## src/inc/marb_pkg.sv

```systemverilog
package marb_pkg;

   // Bus geometry
   localparam int DATA_W = 32;
   localparam int ADDR_W = 14;

   // Register indices; byte address is four times the index
   localparam logic [11:0] IDX_SCALE = 12'h476;
   localparam logic [11:0] IDX_SUPPLY = 12'h478;
   localparam logic [11:0] IDX_PHASE_A = 12'h47e;
   localparam logic [11:0] IDX_PHASE_B = 12'h480;
   localparam logic [11:0] IDX_PHASE_C = 12'h482;
   localparam logic [11:0] IDX_SINE = 12'h4ba;
   localparam logic [11:0] IDX_COSINE = 12'h4bc;
   localparam logic [11:0] IDX_CTRL = 12'h4c0;
   localparam logic [11:0] IDX_STATUS = 12'h4c2;

   localparam logic [ADDR_W-1:0] ADDR_SCALE = {IDX_SCALE, 2'b00};
   localparam logic [ADDR_W-1:0] ADDR_SUPPLY = {IDX_SUPPLY, 2'b00};
   localparam logic [ADDR_W-1:0] ADDR_PHASE_A = {IDX_PHASE_A, 2'b00};
   localparam logic [ADDR_W-1:0] ADDR_PHASE_B = {IDX_PHASE_B, 2'b00};
   localparam logic [ADDR_W-1:0] ADDR_PHASE_C = {IDX_PHASE_C, 2'b00};
   localparam logic [ADDR_W-1:0] ADDR_SINE = {IDX_SINE, 2'b00};
   localparam logic [ADDR_W-1:0] ADDR_COSINE = {IDX_COSINE, 2'b00};
   localparam logic [ADDR_W-1:0] ADDR_CTRL = {IDX_CTRL, 2'b00};
   localparam logic [ADDR_W-1:0] ADDR_STATUS = {IDX_STATUS, 2'b00};

   // Storage slots of the readback bank
   localparam int NUM_SLOTS = 7;
   localparam int SLOT_SCALE = 0;
   localparam int SLOT_SUPPLY = 1;
   localparam int SLOT_PHASE_A = 2;
   localparam int SLOT_PHASE_B = 3;
   localparam int SLOT_PHASE_C = 4;
   localparam int SLOT_SINE = 5;
   localparam int SLOT_COSINE = 6;

   // Full-scale voltage codes and fixed-point scaling
   localparam logic [15:0] SCALE_CODE_60V = 16'h0000;
   localparam logic [15:0] SCALE_CODE_30V = 16'h0001;
   localparam logic [15:0] SCALE_CODE_15V = 16'h0002;
   localparam logic [15:0] SCALE_RSVD_ZERO = 16'h0000;
   localparam int FRAC_BITS = 27;
   localparam int FULL_SCALE_VOLTS = 60;

   // Reset values and control fields
   localparam logic [DATA_W-1:0] RESET_WORD = 32'h0000_0000;
   localparam int CTRL_FREEZE_BIT = 0;

   // AXI responses
   localparam logic [1:0] RESP_OKAY = 2'b00;
   localparam logic [1:0] RESP_DECERR = 2'b11;

   typedef struct packed {
      logic [DATA_W-1:0] phase_a;
      logic [DATA_W-1:0] phase_b;
      logic [DATA_W-1:0] phase_c;
   } marb_phase_t;

   typedef struct packed {
      logic [DATA_W-1:0] sine;
      logic [DATA_W-1:0] cosine;
   } marb_angle_t;

   typedef enum logic [1:0] {
      RD_IDLE = 2'b01,
      RD_RESP = 2'b10
   } marb_rd_state_t;

   typedef enum logic [1:0] {
      WR_COLLECT = 2'b01,
      WR_RESP = 2'b10
   } marb_wr_state_t;

   // Any address the bank answers with OKAY
   function automatic logic marb_mapped(input logic [ADDR_W-1:0] addr);
      logic hit;
      hit = 1'b0;
      case (addr)
         ADDR_SCALE, ADDR_SUPPLY, ADDR_PHASE_A, ADDR_PHASE_B, ADDR_PHASE_C,
         ADDR_SINE, ADDR_COSINE, ADDR_CTRL, ADDR_STATUS: hit = 1'b1;
         default: hit = 1'b0;
      endcase
      return hit;
   endfunction

endpackage

```

## src/verilog/marb_hold_reg.sv

```systemverilog
`timescale 1ns/1ps
`default_nettype none

// Holding register: clears on reset, loads only on its strobe
module marb_hold_reg import marb_pkg::*; #(
   parameter int WIDTH = DATA_W
) (
   // Clock and reset
   input wire logic clk_sys,
   input wire logic reset,
   // Load side
   input wire logic load,
   input wire logic [WIDTH-1:0] d,
   // Held value
   output logic [WIDTH-1:0] q
);

   // Value stays put between loads; bus writes never reach here
   always_ff @(posedge clk_sys) begin
      if (reset) begin
         q <= '0;
      end else if (load) begin
         q <= d;
      end
   end

endmodule

`default_nettype wire

```

## src/verilog/marb_axil_wr.sv

```systemverilog
`timescale 1ns/1ps
`default_nettype none

// AXI4-Lite write side: address and data in either order, then one response
module marb_axil_wr import marb_pkg::*; (
   // Clock and reset
   input wire logic clk_sys,
   input wire logic reset,
   // Write address channel
   input wire logic [ADDR_W-1:0] s_axi_awaddr,
   input wire logic s_axi_awvalid,
   output logic s_axi_awready,
   // Write data channel
   input wire logic [DATA_W-1:0] s_axi_wdata,
   input wire logic [3:0] s_axi_wstrb,
   input wire logic s_axi_wvalid,
   output logic s_axi_wready,
   // Write response channel
   output logic [1:0] s_axi_bresp,
   output logic s_axi_bvalid,
   input wire logic s_axi_bready,
   // Accepted write towards the bank
   output logic wr_pulse,
   output logic [ADDR_W-1:0] wr_addr,
   output logic [DATA_W-1:0] wr_data,
   output logic [3:0] wr_strb
);

   marb_wr_state_t state_reg;
   logic aw_held_reg;
   logic w_held_reg;
   logic [ADDR_W-1:0] addr_reg;
   logic [DATA_W-1:0] data_reg;
   logic [3:0] strb_reg;
   logic aw_fire;
   logic w_fire;
   logic aw_have;
   logic w_have;
   logic [ADDR_W-1:0] eff_addr;

   // Handshakes and the address seen when both halves are present
   assign aw_fire = s_axi_awvalid & s_axi_awready;
   assign w_fire = s_axi_wvalid & s_axi_wready;
   assign aw_have = aw_held_reg | aw_fire;
   assign w_have = w_held_reg | w_fire;
   assign eff_addr = aw_held_reg ? addr_reg : s_axi_awaddr;

   // Capture each half as it arrives
   always_ff @(posedge clk_sys) begin
      if (reset) begin
         addr_reg <= '0;
         data_reg <= RESET_WORD;
         strb_reg <= 4'h0;
      end else begin
         if (aw_fire) begin
            addr_reg <= s_axi_awaddr;
         end
         if (w_fire) begin
            data_reg <= s_axi_wdata;
            strb_reg <= s_axi_wstrb;
         end
      end
   end

   // Collect, then answer; readies drop so only one write is in flight
   always_ff @(posedge clk_sys) begin
      if (reset) begin
         state_reg <= WR_COLLECT;
         aw_held_reg <= 1'b0;
         w_held_reg <= 1'b0;
         s_axi_awready <= 1'b0;
         s_axi_wready <= 1'b0;
         s_axi_bvalid <= 1'b0;
         s_axi_bresp <= RESP_OKAY;
         wr_pulse <= 1'b0;
         wr_addr <= '0;
         wr_data <= RESET_WORD;
         wr_strb <= 4'h0;
      end else begin
         wr_pulse <= 1'b0;
         case (state_reg)
            WR_COLLECT: begin
               if (aw_have && w_have) begin
                  state_reg <= WR_RESP;
                  aw_held_reg <= 1'b0;
                  w_held_reg <= 1'b0;
                  s_axi_awready <= 1'b0;
                  s_axi_wready <= 1'b0;
                  s_axi_bvalid <= 1'b1;
                  // Writes to the readback words are accepted but change nothing
                  s_axi_bresp <= marb_mapped(eff_addr) ? RESP_OKAY : RESP_DECERR;
                  wr_pulse <= 1'b1;
                  wr_addr <= eff_addr;
                  wr_data <= w_held_reg ? data_reg : s_axi_wdata;
                  wr_strb <= w_held_reg ? strb_reg : s_axi_wstrb;
               end else begin
                  aw_held_reg <= aw_have;
                  w_held_reg <= w_have;
                  s_axi_awready <= ~aw_have;
                  s_axi_wready <= ~w_have;
               end
            end
            WR_RESP: begin
               if (s_axi_bready) begin
                  state_reg <= WR_COLLECT;
                  s_axi_bvalid <= 1'b0;
                  s_axi_awready <= 1'b1;
                  s_axi_wready <= 1'b1;
               end
            end
            default: begin
               state_reg <= WR_COLLECT;
               s_axi_bvalid <= 1'b0;
            end
         endcase
      end
   end

endmodule

`default_nettype wire

```

## src/verilog/marb_top.sv

```systemverilog
`timescale 1ns/1ps
`default_nettype none

module marb_top import marb_pkg::*; (
   // Clock and reset
   input wire logic clk_sys,
   input wire logic reset,
   // AXI4-Lite write address
   input wire logic [ADDR_W-1:0] s_axi_awaddr,
   input wire logic s_axi_awvalid,
   output logic s_axi_awready,
   // AXI4-Lite write data
   input wire logic [DATA_W-1:0] s_axi_wdata,
   input wire logic [3:0] s_axi_wstrb,
   input wire logic s_axi_wvalid,
   output logic s_axi_wready,
   // AXI4-Lite write response
   output logic [1:0] s_axi_bresp,
   output logic s_axi_bvalid,
   input wire logic s_axi_bready,
   // AXI4-Lite read address
   input wire logic [ADDR_W-1:0] s_axi_araddr,
   input wire logic s_axi_arvalid,
   output logic s_axi_arready,
   // AXI4-Lite read data
   output logic [DATA_W-1:0] s_axi_rdata,
   output logic [1:0] s_axi_rresp,
   output logic s_axi_rvalid,
   input wire logic s_axi_rready,
   // Algorithm updates, same clock
   input wire logic scale_upd,
   input wire logic [15:0] scale_code,
   input wire logic supply_upd,
   input wire logic [DATA_W-1:0] supply_word,
   input wire logic initial_speed_detect_capture,
   input wire marb_phase_t phase_words,
   input wire logic angle_upd,
   input wire marb_angle_t angle_words
);

   logic wr_pulse;
   logic [ADDR_W-1:0] wr_addr;
   logic [DATA_W-1:0] wr_data;
   logic [3:0] wr_strb;
   logic freeze_reg;
   logic [NUM_SLOTS-1:0] seen_reg;
   logic scale_ok;
   logic [NUM_SLOTS-1:0] slot_load;
   logic [DATA_W-1:0] slot_d [NUM_SLOTS];
   logic [DATA_W-1:0] slot_q [NUM_SLOTS];
   marb_rd_state_t rd_state_reg;
   logic [DATA_W-1:0] rd_data_next;
   logic [1:0] rd_resp_next;
   logic ar_fire;

   // Write channels live in their own module
   marb_axil_wr u_wr (
      .clk_sys(clk_sys),
      .reset(reset),
      .s_axi_awaddr(s_axi_awaddr),
      .s_axi_awvalid(s_axi_awvalid),
      .s_axi_awready(s_axi_awready),
      .s_axi_wdata(s_axi_wdata),
      .s_axi_wstrb(s_axi_wstrb),
      .s_axi_wvalid(s_axi_wvalid),
      .s_axi_wready(s_axi_wready),
      .s_axi_bresp(s_axi_bresp),
      .s_axi_bvalid(s_axi_bvalid),
      .s_axi_bready(s_axi_bready),
      .wr_pulse(wr_pulse),
      .wr_addr(wr_addr),
      .wr_data(wr_data),
      .wr_strb(wr_strb)
   );

   // Control word: freeze lets software read a coherent snapshot
   always_ff @(posedge clk_sys) begin
      if (reset) begin
         freeze_reg <= 1'b0;
      end else if (wr_pulse && wr_addr == ADDR_CTRL && wr_strb[0]) begin
         freeze_reg <= wr_data[CTRL_FREEZE_BIT];
      end
   end

   // Only the three documented codes are taken; anything else is dropped
   assign scale_ok = (scale_code == SCALE_CODE_60V) || (scale_code == SCALE_CODE_30V) ||
                     (scale_code == SCALE_CODE_15V);

   // Load strobes; bus data has no path into the bank, only the bus-written freeze bit gates them
   always_comb begin
      slot_load = '0;
      slot_load[SLOT_SCALE] = scale_upd & scale_ok & ~freeze_reg;
      slot_load[SLOT_SUPPLY] = supply_upd & ~freeze_reg;
      slot_load[SLOT_PHASE_A] = initial_speed_detect_capture & ~freeze_reg;
      slot_load[SLOT_PHASE_B] = initial_speed_detect_capture & ~freeze_reg;
      slot_load[SLOT_PHASE_C] = initial_speed_detect_capture & ~freeze_reg;
      slot_load[SLOT_SINE] = angle_upd & ~freeze_reg;
      slot_load[SLOT_COSINE] = angle_upd & ~freeze_reg;
   end

   // Load data; words pass through unchanged, scaling is the producer's
   always_comb begin
      slot_d[SLOT_SCALE] = {SCALE_RSVD_ZERO, scale_code};
      slot_d[SLOT_SUPPLY] = supply_word;
      slot_d[SLOT_PHASE_A] = phase_words.phase_a;
      slot_d[SLOT_PHASE_B] = phase_words.phase_b;
      slot_d[SLOT_PHASE_C] = phase_words.phase_c;
      slot_d[SLOT_SINE] = angle_words.sine;
      slot_d[SLOT_COSINE] = angle_words.cosine;
   end

   // One holding register per readback word
   generate
      for (genvar i = 0; i < NUM_SLOTS; i++) begin : g_slot
         marb_hold_reg #(.WIDTH(DATA_W)) u_hold (
            .clk_sys(clk_sys),
            .reset(reset),
            .load(slot_load[i]),
            .d(slot_d[i]),
            .q(slot_q[i])
         );
      end
   endgenerate

   // Sticky record of which words have been loaded since reset
   always_ff @(posedge clk_sys) begin
      if (reset) begin
         seen_reg <= '0;
      end else begin
         seen_reg <= seen_reg | slot_load;
      end
   end

   // Read decode
   always_comb begin
      rd_data_next = RESET_WORD;
      rd_resp_next = RESP_OKAY;
      case (s_axi_araddr)
         ADDR_SCALE: rd_data_next = slot_q[SLOT_SCALE];
         ADDR_SUPPLY: rd_data_next = slot_q[SLOT_SUPPLY];
         ADDR_PHASE_A: rd_data_next = slot_q[SLOT_PHASE_A];
         ADDR_PHASE_B: rd_data_next = slot_q[SLOT_PHASE_B];
         ADDR_PHASE_C: rd_data_next = slot_q[SLOT_PHASE_C];
         ADDR_SINE: rd_data_next = slot_q[SLOT_SINE];
         ADDR_COSINE: rd_data_next = slot_q[SLOT_COSINE];
         ADDR_CTRL: rd_data_next = {{(DATA_W-1){1'b0}}, freeze_reg};
         ADDR_STATUS: rd_data_next = {{(DATA_W-NUM_SLOTS){1'b0}}, seen_reg};
         default: rd_resp_next = RESP_DECERR;
      endcase
   end

   assign ar_fire = s_axi_arvalid & s_axi_arready;

   // Read channel: data is latched at acceptance, so it cannot tear
   always_ff @(posedge clk_sys) begin
      if (reset) begin
         rd_state_reg <= RD_IDLE;
         s_axi_arready <= 1'b0;
         s_axi_rvalid <= 1'b0;
         s_axi_rdata <= RESET_WORD;
         s_axi_rresp <= RESP_OKAY;
      end else begin
         case (rd_state_reg)
            RD_IDLE: begin
               s_axi_arready <= 1'b1;
               if (ar_fire) begin
                  rd_state_reg <= RD_RESP;
                  s_axi_arready <= 1'b0;
                  s_axi_rvalid <= 1'b1;
                  s_axi_rdata <= rd_data_next;
                  s_axi_rresp <= rd_resp_next;
               end
            end
            RD_RESP: begin
               if (s_axi_rready) begin
                  rd_state_reg <= RD_IDLE;
                  s_axi_rvalid <= 1'b0;
                  s_axi_arready <= 1'b1;
               end
            end
            default: begin
               rd_state_reg <= RD_IDLE;
               s_axi_rvalid <= 1'b0;
            end
         endcase
      end
   end

   // Checks on the bank contents and the read channel
   AST_SCALE_CODE_RANGE: assert property (@(posedge clk_sys) disable iff (reset)
      slot_q[SLOT_SCALE][15:0] <= SCALE_CODE_15V)
      else $error("scale code outside 0..2");

   AST_SCALE_UPPER_ZERO: assert property (@(posedge clk_sys) disable iff (reset)
      s_axi_rvalid && $past(s_axi_araddr) == ADDR_SCALE && $rose(s_axi_rvalid)
      |-> s_axi_rdata[31:16] == SCALE_RSVD_ZERO)
      else $error("scale upper half read nonzero");

   AST_SUPPLY_LOAD: assert property (@(posedge clk_sys) disable iff (reset)
      supply_upd && !freeze_reg |=> slot_q[SLOT_SUPPLY] == $past(supply_word))
      else $error("supply word not loaded");

   AST_PHASE_A_LOAD: assert property (@(posedge clk_sys) disable iff (reset)
      initial_speed_detect_capture && !freeze_reg
      |=> slot_q[SLOT_PHASE_A] == $past(phase_words.phase_a))
      else $error("phase A word not captured");

   AST_PHASE_B_HOLD: assert property (@(posedge clk_sys) disable iff (reset)
      !initial_speed_detect_capture |=> $stable(slot_q[SLOT_PHASE_B]))
      else $error("phase B word moved outside capture");

   AST_PHASE_C_LOAD: assert property (@(posedge clk_sys) disable iff (reset)
      initial_speed_detect_capture && !freeze_reg
      |=> slot_q[SLOT_PHASE_C] == $past(phase_words.phase_c))
      else $error("phase C word not captured");

   AST_ANGLE_PAIR: assert property (@(posedge clk_sys) disable iff (reset)
      angle_upd && !freeze_reg |=> slot_q[SLOT_SINE] == $past(angle_words.sine)
      && slot_q[SLOT_COSINE] == $past(angle_words.cosine))
      else $error("angle words not loaded together");

   // Checked the edge after a reset cycle; avoids leaning on a history before the first edge
   AST_RESET_ZERO: assert property (@(posedge clk_sys)
      reset |=> slot_q[SLOT_SUPPLY] == RESET_WORD && slot_q[SLOT_SINE] == RESET_WORD
      && slot_q[SLOT_SCALE] == RESET_WORD && slot_q[SLOT_PHASE_A] == RESET_WORD
      && seen_reg == '0)
      else $error("bank not cleared by reset");

   AST_WRITE_IGNORED: assert property (@(posedge clk_sys) disable iff (reset)
      wr_pulse && !supply_upd |=> $stable(slot_q[SLOT_SUPPLY]))
      else $error("bus write changed a readback word");

   AST_READ_LATENCY: assert property (@(posedge clk_sys) disable iff (reset)
      ar_fire |=> s_axi_rvalid && !s_axi_arready)
      else $error("read answer not one cycle after acceptance");

   // Main scenarios
   COV_CAPTURE_THEN_READ: cover property (@(posedge clk_sys) disable iff (reset)
      initial_speed_detect_capture ##[1:20] (ar_fire && s_axi_araddr == ADDR_PHASE_A));
   COV_FROZEN_UPDATE: cover property (@(posedge clk_sys) disable iff (reset)
      freeze_reg && angle_upd);
   COV_WRITE_READONLY: cover property (@(posedge clk_sys) disable iff (reset)
      wr_pulse && wr_addr == ADDR_SUPPLY);
   COV_UNMAPPED_READ: cover property (@(posedge clk_sys) disable iff (reset)
      s_axi_rvalid && s_axi_rresp == RESP_DECERR);

endmodule

`default_nettype wire

```

## config.mk

```make
export PLATFORM = sky130hd
export DESIGN_NAME = marb_top
export DESIGN_NICKNAME = d
export VERILOG_FILES = /design/src/inc/marb_pkg.sv /design/src/verilog/marb_hold_reg.sv /design/src/verilog/marb_axil_wr.sv /design/src/verilog/marb_top.sv
export SDC_FILE = /design/constraint.sdc
export NUM_CORES = 1
export LEC_CHECK = 0
export BUFFER_PORTS_ARGS = -buffer_cell sky130_fd_sc_hd__buf_2
export CORE_MARGIN = 10
export CORE_UTILIZATION = 49
export CTS_BUF_LIST = sky130_fd_sc_hd__clkbuf_2
export CTS_CLUSTER_DIAMETER = 50
export CTS_CLUSTER_SIZE = 12
export DETAILED_ROUTE_END_ITERATION = 8
export PLACE_DENSITY = 0.79
export SLEW_MARGIN = 20
export SYNTH_ARGS = -nofsm -noshare
export SYNTH_HDL_FRONTEND = slang
export SYNTH_SLANG_ARGS = --single-unit
```

## constraint.sdc

```tcl
create_clock -name clk_sys -period 2.55 [get_ports clk_sys]
set_clock_uncertainty 0.2 [all_clocks]
set_input_delay 0.255 -clock clk_sys [delete_from_list [all_inputs] [get_ports clk_sys]]
set_output_delay 0.255 -clock clk_sys [all_outputs]
set_load 0.01 [all_outputs]
```

==> results of run 1 <==
==> metrics by stage <==
step                      hold WS, ns  std cells  area, um^2  setup TNS [ns]
after detailed placement       0.2429       2053       13930          -1.471
after global placement         0.2326       2053       13930         -0.4194
after floorplan                0.1910       1494       11930       -0.009897
==> cell families after synthesis <==
logic type,Yosys count,synth area share [%]
DFF,292,48.98
buffers and inverters,124,4.236
xor gates and xnor gates,2,0.1468
AOI/OAI and AO/OA,427,22.41
muxes,23,1.940
and+or+nand+nor,626,22.29
==> impl_metrics.env, run 1 <==
export IMPL_synth_seq_area_share_pct=48.98
export IMPL_postCtsResizedCells=0
export IMPL_cts_hold_buffers=422
export IMPL_yosys_warnings=0
export IMPL_rows=57
export IMPL_portBuffers=289
export IMPL_avgSynthCellArea_um2=7.988
export IMPL_io_pins=324
export IMPL_dpl_hpwl_um=30470
export IMPL_ys_types=62
export IMPL_synth_area_top_cells="dfxtp_1 (49%), nand2_1 (15%), a21oi_1 (9.4%)"
export IMPL_die_w_um=176.1
export IMPL_h_tree_depth=1
export IMPL_synth_seq_cells=292
export IMPL_numCtsBuffers=31
export IMPL_clk_path_buf_depth=3
export IMPL_run_status="aborted with a tool error"
export IMPL_clock_sinks=292
export IMPL_initial_core_util_pct=49.36
export IMPL_place_congestion=0.9181
export IMPL_synth_top_cells_by_count="nand2_1 (470), dfxtp_1 (292), a21oi_1 (223)"
export IMPL_async_flop_share_pct=0
export IMPL_synth_nets=1777
export IMPL_yosys_area_top_type="dfxtp_1"
export IMPL_synthCells=1494
export IMPL_die_h_um=176.1
export IMPL_ys_dominant_reg_cell="dfxtp_1"
export IMPL_firstError="[ERROR RSZ-0060] Max buffer count reached."
export IMPL_synth_edf_count=0
export IMPL_netlist_area_mm2=0.01193
export IMPL_cts_setup_buffers=0
export IMPL_synth_top_cell_area_share_pct=48.98
export IMPL_yosysMostFrequentCell="nand2_1"
export IMPL_dpl_worst_slack_ns=-0.07832
export IMPL_stop_stage="4_1_cts"
export IMPL_root_buffer="clkbuf_2"
==> run 2: changes to the inputs <==
--- a/config.mk
+++ b/config.mk
@@ -7,12 +7,9 @@
 export LEC_CHECK = 0
 export BUFFER_PORTS_ARGS = -buffer_cell sky130_fd_sc_hd__buf_2
 export CORE_MARGIN = 10
-export CORE_UTILIZATION = 49
-export CTS_BUF_LIST = sky130_fd_sc_hd__clkbuf_2
-export CTS_CLUSTER_DIAMETER = 50
-export CTS_CLUSTER_SIZE = 12
+export CORE_UTILIZATION = 35
 export DETAILED_ROUTE_END_ITERATION = 8
-export PLACE_DENSITY = 0.79
+export PLACE_DENSITY_LB_ADDON = 0.15
 export SLEW_MARGIN = 20
 export SYNTH_ARGS = -nofsm -noshare
 export SYNTH_HDL_FRONTEND = slang
==> constraint.sdc (replaced) <==
create_clock -name clk_sys -period 3.3 [get_ports clk_sys]
set_clock_uncertainty 0.2 [all_clocks]
set_input_delay 0.33 -clock clk_sys [delete_from_list [all_inputs] [get_ports clk_sys]]
set_output_delay 0.33 -clock clk_sys [all_outputs]
set_load 0.01 [all_outputs]
==> impl_metrics.env, run 2 <==
export IMPL_run_status="completed"
export IMPL_synth_top_cell_area_share_pct=48.98
export IMPL_maxCapViolCount=0
export IMPL_place_congestion=0.8538
export IMPL_rsz0062_at_grt="false"
export IMPL_final_hold_viol_count=0
export IMPL_min_path_type="in2reg"
export IMPL_power_per_cell_area_mw_per_mm2=499.6
export IMPL_wirelength_um=47880
export IMPL_die_area_mm2=0.04188
export IMPL_fmax_mhz=409.5
export IMPL_clk_path_buf_depth=3
export IMPL_regArea_mm2=0.005846
export IMPL_crit_path_start="s_axi_araddr[4]"
export IMPL_yosysMostFrequentCell="nand2_1"
export IMPL_critPathLaunchType="input pin"
export IMPL_vias=12447
export IMPL_period_share_pct=74.00
export IMPL_wl_met1_um=21090
export IMPL_wl_per_cell_um=19.65
export IMPL_layout_drive_gt1_share_pct=20.92
export IMPL_die_w_um=204.7
export IMPL_multi_input_area_mm2=0.005679
export IMPL_avgSynthCellArea_um2=7.988
export IMPL_postCtsResizedCells=0
export IMPL_crit_path_end_kind="flip-flop"
export IMPL_ir_drop_mv=0.3020
export IMPL_tns_ns=0
export IMPL_synth_edf_count=0
export IMPL_viasPerCell=5.108
export IMPL_synth_nets=1777
export IMPL_synth_seq_area_share_pct=48.98
export IMPL_endpoint="s_axi_rdata[30]$_SDFFE_PP0P_"
export IMPL_power_uw=8601
export IMPL_worst_pin_slew_ns=1.037
export IMPL_r2r_start="freeze_reg$_SDFFE_PP0P_"
export IMPL_r2r_end="g_slot[5].u_hold.q[22]$_SDFFE_PP0P_"
export IMPL_synth_top_cells_by_count="nand2_1 (470), dfxtp_1 (292), a21oi_1 (223)"
export IMPL_synthCells=1494
export IMPL_rr_worst_depth=4
export IMPL_cts_setup_buffers=0
export IMPL_die_h_um=204.7
export IMPL_final_setup_viol_count=0
export IMPL_route_top_layer_used="met5"
export IMPL_final_cell_mix="nand2_1 (470), dfxtp_1 (292), buf_2 (288)"
export IMPL_h_tree_depth=2
export IMPL_finalMaxSlewViolations=0
export IMPL_drtPass1Iterations=5
export IMPL_io_pins=324
export IMPL_period_needed_ns=2.442
export IMPL_root_buffer="clkbuf_16"
export IMPL_worstPathRequired_ns=3.54
export IMPL_drt_antenna_violating_nets=0
export IMPL_crit_path_max_fanout=32
export IMPL_first_global_vias=12834
export IMPL_initial_core_util_pct=35.50
export IMPL_syn2layout_area_growth_pct=44.28
export IMPL_ys_dominant_reg_cell="dfxtp_1"
export IMPL_place_area_mm2=0.01391
export IMPL_worstSkewPairLatency_ns=0.51
export IMPL_ys_types=62
export IMPL_crit_type="in2reg"
export IMPL_final_cell_area_mm2=0.01722
export IMPL_worstPathArrival_ns=2.68
export IMPL_wl_met2_um=22390
export IMPL_synth_seq_cells=292
export IMPL_p_leak_uw=0.006785
export IMPL_rrSetupSlack_ns=0.95
export IMPL_synth_area_top_cells="dfxtp_1 (49%), nand2_1 (15%), a21oi_1 (9.4%)"
export IMPL_clk_pin_slew_ns=0.06
export IMPL_grt_max_degree=94
export IMPL_grt_pass1_wl_um=73700
export IMPL_largest_reg_flops=208
export IMPL_n_fill_cell=3267
export IMPL_clock_sinks=292
export IMPL_drc=0
export IMPL_grt_ovfl_total=0
export IMPL_coreArea_mm2=0.03362
export IMPL_rows=67
export IMPL_async_flop_share_pct=0
export IMPL_drtIter0Drc=758
export IMPL_dpl_hpwl_um=32700
export IMPL_netlist_area_mm2=0.01193
export IMPL_antenna_found_initial=8
export IMPL_regMostFlops="g_slot.u_hold.q"
export IMPL_cts_hold_buffers=215
export IMPL_numCtsBuffers=34
export IMPL_grt_use_total_pct=22.33
export IMPL_nets=2242
export IMPL_yosys_area_top_type="dfxtp_1"
export IMPL_relSlewSlack_pct=30.87
export IMPL_cts_tree="yes"
export IMPL_final_common_cell="nand2_1"
export IMPL_top_regs="g_slot.u_hold.q: 208 flops, s_axi_rdata: 32 flops"
export IMPL_hold_ws_ns=0.02188
export IMPL_portBuffers=289
export IMPL_utilization_pct=51.22
export IMPL_yosys_warnings=0
export IMPL_dr_wl_met3_um=3212
-- run 2: cell counts after synthesis --
No cell type changed its count.
-- run 2: report_power, final --
group	switching [uW]	leakage, uW	internal [uW]
Combinational	508	0.00383	472
Clock	1440	0.000555	2360
Sequential	112	0.00239	3710
Total	2060	0.00678	6540
-- run 2: metrics by stage --
stage | setup slack (ns) | instances
after floorplan | 0.6503 | 1494
after global routing | 0.7880 | 2431
final | 0.8581 | 2437
after CTS | 0.8749 | 2427
after detailed placement | 0.3564 | 2156
after global placement | 0.3641 | 2156
-- run 2: critical path, cell delays in order --
cell	delay [ns]
buf_2	0.16
or4_4	0.59
or4_1	0.42
o311a_1	0.34
a211o_4	0.58
a22oi_4	0.26
-- run 2: layout make-up --
cell class,count,area share [%]
diodes,10,0.1453
clock buffers,53,6.191
clock inverters,3,0.3779
inverters,3,0.06540
multi-input cells,1078,32.98
flip-flops and latches,292,33.95
well taps,448,3.256
repair buffers,550,23.03
-- run 2: layer usage --
| metal | track usage, % | vias up |
|---|---|---|
| li1 | - | 6129 |
| met1 | 28.82 | 5843 |
| met2 | 36.50 | 393 |
| met3 | 4.628 | 76 |
| met4 | 7.167 | 6 |
| met5 | 0 | - |
-- run 2: cell families after synthesis --
group	count (synthesis)	share of synthesized area, %
compound gates	427	22.41
xor+xnor	2	0.1468
buf+inv	124	4.236
flops	292	48.98
mux	23	1.940
simple gates	626	22.29
-- run 2: worst min-delay path by stage --
| stage | endpoint | slack (ns) | startpoint | depth (start not counted) |
|---|---|---|---|---|
| finish | u_wr.state_reg[1]$_SDFFE_PP0P_ | 0.02 | reset | 2 |
| global placement | s_axi_rdata[29]$_SDFFE_PP0P_ | 0.23 | s_axi_rdata[29]$_SDFFE_PP0P_ | 2 |
| detailed placement | s_axi_rdata[8]$_SDFFE_PP0P_ | 0.24 | s_axi_rdata[8]$_SDFFE_PP0P_ | 2 |
| global route | freeze_reg$_SDFFE_PP0P_ | 0.05 | reset | 2 |
| CTS | u_wr.data_reg[0]$_SDFFE_PP0P_ | 0.01 | s_axi_wvalid | 4 |
| floorplan | g_slot[0].u_hold.q[13]$_SDFFE_PP0P_ | 0.23 | g_slot[0].u_hold.q[13]$_SDFFE_PP0P_ | 1 |
(Power assumes the default switching activity.)
